### src/pcg_map.svh
// register addresses, field positions and reset values of the clock gating block
// assumes a 16-bit register address space and 16-bit data
`ifndef PCG_MAP_SVH
`define PCG_MAP_SVH

`define PCG_ADDR_ONE        16'h1c02
`define PCG_ADDR_TWO        16'h1c03

`define PCG_ONE_RESET       16'h0000
`define PCG_TWO_RESET       16'h0000
`define PCG_ONE_RW_MASK     16'h005f
`define PCG_TWO_RW_MASK     16'h007f
`define PCG_ZERO_WORD       16'h0000

// fields of the first gating register
`define PCG_ONE_TWOWIRE     6
`define PCG_ONE_KEEP_ONE    5
`define PCG_ONE_CARD0       4
`define PCG_ONE_DMA0        3
`define PCG_ONE_SERIAL      2
`define PCG_ONE_SPI         1
`define PCG_ONE_AUDIO3      0

// fields of the second gating register
`define PCG_TWO_ANALOG      6
`define PCG_TWO_DMA3        5
`define PCG_TWO_DMA2        4
`define PCG_TWO_DMA1        3
`define PCG_TWO_USB         2
`define PCG_TWO_CONVERTER   1
`define PCG_TWO_DISPLAY     0

// positions in the gated clock vector
`define PCG_G_AUDIO3        0
`define PCG_G_SPI           1
`define PCG_G_SERIAL        2
`define PCG_G_DMA0          3
`define PCG_G_CARD0         4
`define PCG_G_TWOWIRE       5
`define PCG_G_DISPLAY       6
`define PCG_G_CONVERTER     7
`define PCG_G_USB           8
`define PCG_G_DMA1          9
`define PCG_G_DMA2          10
`define PCG_G_DMA3          11
`define PCG_G_ANALOG        12
`define PCG_NUM_GATES       13

`endif

### src/pcg_pkg.sv
// types shared by the clock gating block
// assumes pcg_map.svh for the sizes
`include "pcg_map.svh"

package pcg_pkg;
  typedef logic [15:0]                  pcg_word_t;
  typedef logic [`PCG_NUM_GATES-1:0]    pcg_gate_vec_t;
endpackage

### src/pcg_clock_gate.sv
// one glitch-free clock gate cell
// assumes the gated clock is the system clock itself
module pcg_clock_gate (
  input  wire logic clock,
  input  wire logic reset_n,
  input  wire logic stop,
  output logic      running,
  output logic      gated_clock
);
  // enable moves only while clock is low, so no pulse is ever cut short
  always_ff @(negedge clock) begin
    if (!reset_n) begin
      running <= 1'b1;
    end else begin
      running <= ~stop;
    end
  end

  assign gated_clock = clock & running;
endmodule // pcg_clock_gate

### src/pcg_top.sv
// peripheral clock gating: two gating registers and thirteen gated clocks
// assumes a plain register port on the system clock; peripherals take gated_clock
//
// Contract
// - bit 6 of register one passes twowire clock at 0, stops it at 1
// - bit 4 of register one gates memory-card controller 0 clock
// - bit 3 of register one gates dma controller 0 clock
// - bit 2 of register one gates the serial port clock
// - bit 1 of register one gates the spi controller clock
// - bit 0 of register one gates audio port 3 clock
// - register two bits 6..0 gate analog, dma3..1, usb, converter, display; rest 0
// - while converter gate is 0 the analog register clock keeps running
`include "pcg_map.svh"

module pcg_top
  import pcg_pkg::*;
(
  input  wire logic     clock,
  input  wire logic     reset_n,
  input  wire logic [15:0] reg_addr,
  input  wire logic [15:0] reg_wdata,
  input  wire logic     reg_write,
  input  wire logic     reg_read,
  output pcg_word_t     reg_rdata_q,
  output pcg_gate_vec_t gated_clock,
  output pcg_gate_vec_t clock_running
);

  pcg_word_t     gate_one_q;
  pcg_word_t     gate_two_q;
  pcg_word_t     rdata_d;
  pcg_gate_vec_t stop_req;

  // bit 5 is not stored: software must write it as 1, yet it reads 0
  always_ff @(posedge clock) begin
    if (!reset_n) begin
      gate_one_q <= `PCG_ONE_RESET;
    end else if (reg_write && reg_addr == `PCG_ADDR_ONE) begin
      gate_one_q <= reg_wdata & `PCG_ONE_RW_MASK;
    end
  end

  always_ff @(posedge clock) begin
    if (!reset_n) begin
      gate_two_q <= `PCG_TWO_RESET;
    end else if (reg_write && reg_addr == `PCG_ADDR_TWO) begin
      gate_two_q <= reg_wdata & `PCG_TWO_RW_MASK;
    end
  end

  // unmapped addresses read as zero
  always_comb begin
    rdata_d = `PCG_ZERO_WORD;
    if (reg_addr == `PCG_ADDR_ONE) begin
      rdata_d = gate_one_q;
    end else if (reg_addr == `PCG_ADDR_TWO) begin
      rdata_d = gate_two_q;
    end
  end

  // read data stand only in the cycle after the strobe
  always_ff @(posedge clock) begin
    if (!reset_n) begin
      reg_rdata_q <= `PCG_ZERO_WORD;
    end else if (reg_read) begin
      reg_rdata_q <= rdata_d;
    end else begin
      reg_rdata_q <= `PCG_ZERO_WORD;
    end
  end

  // stop permission for serial and usb clocks is software's duty; no interlock here
  always_comb begin
    stop_req                   = '0;
    stop_req[`PCG_G_AUDIO3]    = gate_one_q[`PCG_ONE_AUDIO3];
    stop_req[`PCG_G_SPI]       = gate_one_q[`PCG_ONE_SPI];
    stop_req[`PCG_G_SERIAL]    = gate_one_q[`PCG_ONE_SERIAL];
    stop_req[`PCG_G_DMA0]      = gate_one_q[`PCG_ONE_DMA0];
    stop_req[`PCG_G_CARD0]     = gate_one_q[`PCG_ONE_CARD0];
    stop_req[`PCG_G_TWOWIRE]   = gate_one_q[`PCG_ONE_TWOWIRE];
    stop_req[`PCG_G_DISPLAY]   = gate_two_q[`PCG_TWO_DISPLAY];
    stop_req[`PCG_G_CONVERTER] = gate_two_q[`PCG_TWO_CONVERTER];
    stop_req[`PCG_G_USB]       = gate_two_q[`PCG_TWO_USB];
    stop_req[`PCG_G_DMA1]      = gate_two_q[`PCG_TWO_DMA1];
    stop_req[`PCG_G_DMA2]      = gate_two_q[`PCG_TWO_DMA2];
    stop_req[`PCG_G_DMA3]      = gate_two_q[`PCG_TWO_DMA3];
    // a running converter needs the analog registers, so its gate overrides
    stop_req[`PCG_G_ANALOG]    = gate_two_q[`PCG_TWO_ANALOG] & gate_two_q[`PCG_TWO_CONVERTER];
  end

  // gated clocks are combinational by nature; each enable is a flop on the falling edge
  genvar gi;
  generate
    for (gi = 0; gi < `PCG_NUM_GATES; gi++) begin : g_gate
      pcg_clock_gate u_gate (
        .clock       (clock),
        .reset_n     (reset_n),
        .stop        (stop_req[gi]),
        .running     (clock_running[gi]),
        .gated_clock (gated_clock[gi])
      );
    end
  endgenerate
endmodule // pcg_top

### config.mk
export PLATFORM = sky130hd
export DESIGN_NAME = pcg_top
export DESIGN_NICKNAME = d
export VERILOG_FILES = /design/src/pcg_pkg.sv /design/src/pcg_clock_gate.sv /design/src/pcg_top.sv
export VERILOG_INCLUDE_DIRS = /design/src /design/src/src
export SDC_FILE = /design/constraint.sdc
export NUM_CORES = 1
export LEC_CHECK = 0
export ABC_AREA = 0
export BUFFER_PORTS_ARGS = -buffer_cell sky130_fd_sc_hd__buf_2
export CAP_MARGIN = 25
export CORE_ASPECT_RATIO = 2
export CORE_MARGIN = 2
export CORE_UTILIZATION = 35
export DETAILED_ROUTE_END_ITERATION = 16
export GPL_ROUTABILITY_DRIVEN = 0
export PLACE_DENSITY = 0.66
export REMOVE_ABC_BUFFERS = 1
export SYNTH_ARGS = -nofsm -noshare
export SYNTH_HDL_FRONTEND = slang
export SYNTH_SLANG_ARGS = --single-unit
### constraint.sdc
create_clock -name clock -period 1.8 [get_ports clock]
set_input_delay 0.18 -clock clock [delete_from_list [all_inputs] [get_ports clock]]
set_output_delay 0.18 -clock clock [all_outputs]
set_load 0.1 [all_outputs]
* After elaboration in Yosys (flattened, before gate mapping) *
Index checks and enable logic that the tools add are counted.

storage, ports and cells
  bits in registers = 42
  bits in latches = 0
  bits in writable memories = 0
  bits in read-only memories = 0
  bits of input ports = 36
  output and inout port bits = 42
  word-level logic and storage cells = 56
  memories kept = 0

operators by class
  add/subtract/negate cells = 0
  $mul = 0
  divide/modulo/power cells = 0
  $lt $le $gt $ge = 0
  equality and inequality tests = 2
  shift-type cells = 0
  multiplexer cells = 2
  bitwise logic cells = 29
  reductions and logical operators = 5

operators by type and width
  kind                  count
  $eq 16x13->1 const B  2
  $not 1->1             15
  $and 1x1->1           14
  $mux 7                2
  $reduce_or 3->1       1
  $logic_and 1x1->1     2
  $reduce_and 2->1      1
  $reduce_or 2->1       1

* Depth between registers and ports, before layout *
  depth in word-level cells = 3
  depth in mapped cells = 4
  depth with buffers taken out = 4

* Hierarchy *
From an unflattened synthesis, not the netlist that was laid out.

unflattened totals
  cells, all modules = 137
  area total of the unflattened synthesis = 1305.0 sq um

by module, submodules not included
  module          times used  cells each  area each (sq um)  seq. area each (sq um)
  pcg_top         1           85          865.8              400.4
  pcg_clock_gate  13          4           33.8               20.0

==> impl_metrics.yaml <==
yosys:
  synthDistinctLibCells: 18
  synth_commonest_cells: "buf_4, dfxtp_1, nand2_1"
  async_flop_share_pct: 0
  yosys.area.top_type: "dfxtp_1"
  syn_area_mm2: 0.00141
  synth_fa_ha_area_share_pct: 0
  yosys-top-cells-area: "dfxtp_1, buf_4, mux2i_1"
  synth_enable_flop_cells: 0
  synth_warnings: 0
  synth_compound_area_share_pct: 3.72
  yosys_register_bits: 33
  yosysMostFrequentCell: "buf_4"
  synth_mux_area_share_pct: 9.21
  synth-seq-area-share_pct: 46.8
  syn_avg_cell_area_um2: 10.2
  synth_top_family_by_area: "simple AND/OR/NAND/NOR gates"
  synth_cells: 139
  yosysTopAreaCellShare_pct: 46.8
  synthSimpleGateAreaFrac_pct: 20.1
  synth_xor_area_share_pct: 0
  synth_ff_type: "dfxtp_1"
final_layout:
  syn2layout_area_growth_pct: 75.1
  final_cells: 266
  drive_above_1_share_pct: 58.6
  finalNetCount: 249
  final_util_pct: 63.7
  antenna_cells: 0
  n_fill_cell: 331
place:
  io_buffers: 59
  hpwl_mm: 2.08
  dp_slack_ps: -117
  dp.cells: 237
floorplanning:
  start_util_pct: 36.4
  ios: 78
  rows: 32
  die_area_mm2: 0.00459
  chipHeight_um: 93.8
  core_area_mm2: 0.00388
  die_w_um: 48.9
hold_path:
  hold_path_depth: 3
  min_from: "reg_wdata[5]"
  holdPathEnd: "gate_two_q[5]$_SDFFE_PN0P_"
  min_path_type: "in -> reg"
run_status:
  violations: "negative setup slack"
  status: "finished with violations"
sta:
  report.final.slew_viol_count: 0
  setup_viol: 39
  fin_skew_ps: 76.3
  grt_setup_unrepaired: "true"
  worst_slack_ps: -368
  final-hold-violation-count: 0
routing:
  vias: 1150
  postRouteAntennaNets: 0
  routed_via_density: 4.32
  drt_iter0_markers: 20
  wl_per_cell_um: 11.2
  wl_mm: 2.99
  post-route-drc-count: 0
  firstDrtPassIters: 4
global_route:
  antenna_found_initial: 0
  grt.total_usage_pct: 14.5
  grt_max_degree: 23
  first_global_vias: 1320
  grt_pass1_wl_mm: 4.82
  overflow: 0
setup_path:
  r2r_cells: 1
  critPathArrivalTime_ps: 1990
  start_kind: "flip-flop"
  worstSetupPathType: "reg -> out"
  crit_path_max_fanout: 2
  r2r-start: "gate_two_q[1]$_SDFFE_PN0P_"
  crit_required_ps: 1620
  r2r_end: "g_gate[7].u_gate.running$_SDFF_NN1_"
  cp-end-kind: "output pin"
  r2r_slack_ps: 370
clock_network:
  clkSlewWorstSetupHoldPaths_ps: 70
  post_cts_buffers: 0
  cts_tree: "yes"
  clock_latency_ps: 450
  postCtsHoldBufs: 0
run:
  maxCapViolCount: 0
power:
  max-vdd-ir-drop_v: 0.00218
  power_mw: 6.68
  powerDensity_mw_per_mm2: 2700
  p_leak_nw: 1.18
power by group:
part           switching [mW]  leakage (nW)  internal (mW)
Combinational           0.107         0.523         0.0285
Sequential         0.00000195         0.260          0.732
Clock                    3.16         0.397           2.66
Total                    3.26          1.18           3.42
what timing repair did:
| action | 4_1_cts | 5_1_grt |
|---|---|---|
| gates resized for setup | 87 | 2 |
| endpoints found under the hold margin | 0 | 0 |
| endpoints found under the setup margin | 39 | 39 |
| pin swaps | 12 | 0 |
cell type report:
| type | instances | area (µm²) | share of cell area (%) |
|---|---|---|---|
| clock buffer | 29 | 515 | 20.8 |
| sequential | 33 | 677 | 27.4 |
| clock inverter | 14 | 78.8 | 3.19 |
| tap | 51 | 63.8 | 2.58 |
| multi-input combinational | 74 | 533 | 21.5 |
| timing repair buffer | 64 | 602 | 24.3 |
| inverter | 1 | 3.75 | 0.152 |
cells by family after synthesis:
logic type / Yosys count
other cells: 1
flops: 33
mux: 13
buf+inv: 40
simple gates: 46
compound gates: 6
sequential cells by signal (all words and copies together) (netlist names):
name and flops:
g_gate.u_gate.running 13, gate_one_q 6, gate_two_q 7, reg_rdata_q 7
metal layers:
metal	global-route usage [%]	share of wire [%]	vias up
met3	8.60	8.1	15
met1	9.47	31	516
met2	23.5	57	62
met4	19.0	4.4	0
met5	0	0	-
li1	-	-	557
worst max-delay path: stages, from the launching register on:
cell	delay, ps
dfxtp_2	320
and2_4	140
buf_12	170
layout by cell type, fill, tap and decap left out:
| cell type | n |
|---|---|
| nor2_2 | 1 |
| nor3_1 | 1 |
| buf_4 | 7 |
| dfxtp_1 | 20 |
| nand2_1 | 22 |
| bufinv_16 | 1 |
| buf_2 | 33 |
| buf_12 | 26 |
| clkbuf_8 | 11 |
| nand4_2 | 1 |
| clkbuf_1 | 1 |
| nor3b_4 | 1 |
| and2_1 | 1 |
| clkbuf_16 | 4 |
| conb_1 | 9 |
| nor4b_4 | 1 |
| and2_4 | 13 |
| nand3_1 | 1 |
| and4b_1 | 1 |
| a22o_1 | 6 |
| dfxtp_2 | 13 |
| nor3_2 | 2 |
| buf_6 | 11 |
| inv_1 | 14 |
| mux2i_1 | 13 |
| nor4_2 | 1 |
through the flow:
stage	cell area (µm²)	hold WS (ps)	TNS (ps)
after global placement	1860	441	-1320
after CTS	2470	59.1	-8960
after floorplan	1170	319	-16520
after detailed placement	1860	444	-1370
final	2470	62.9	-8770
after global routing	2470	75.6	-9710
how the worst max path moves through the flow:
stage,from,end,slack (ps),depth (start not counted)
floorplan,g_gate[0].u_gate.running$_SDFF_NN1_,gated_clock[0],-1080,1
global placement,g_gate[12].u_gate.running$_SDFF_NN1_,gated_clock[12],-110,2
detailed placement,g_gate[12].u_gate.running$_SDFF_NN1_,gated_clock[12],-120,2
CTS,g_gate[2].u_gate.running$_SDFF_NN1_,gated_clock[2],-370,2
global route,g_gate[2].u_gate.running$_SDFF_NN1_,gated_clock[2],-420,2
finish,g_gate[2].u_gate.running$_SDFF_NN1_,gated_clock[2],-370,2
No activity file was read; power rests on OpenSTA's default activity.
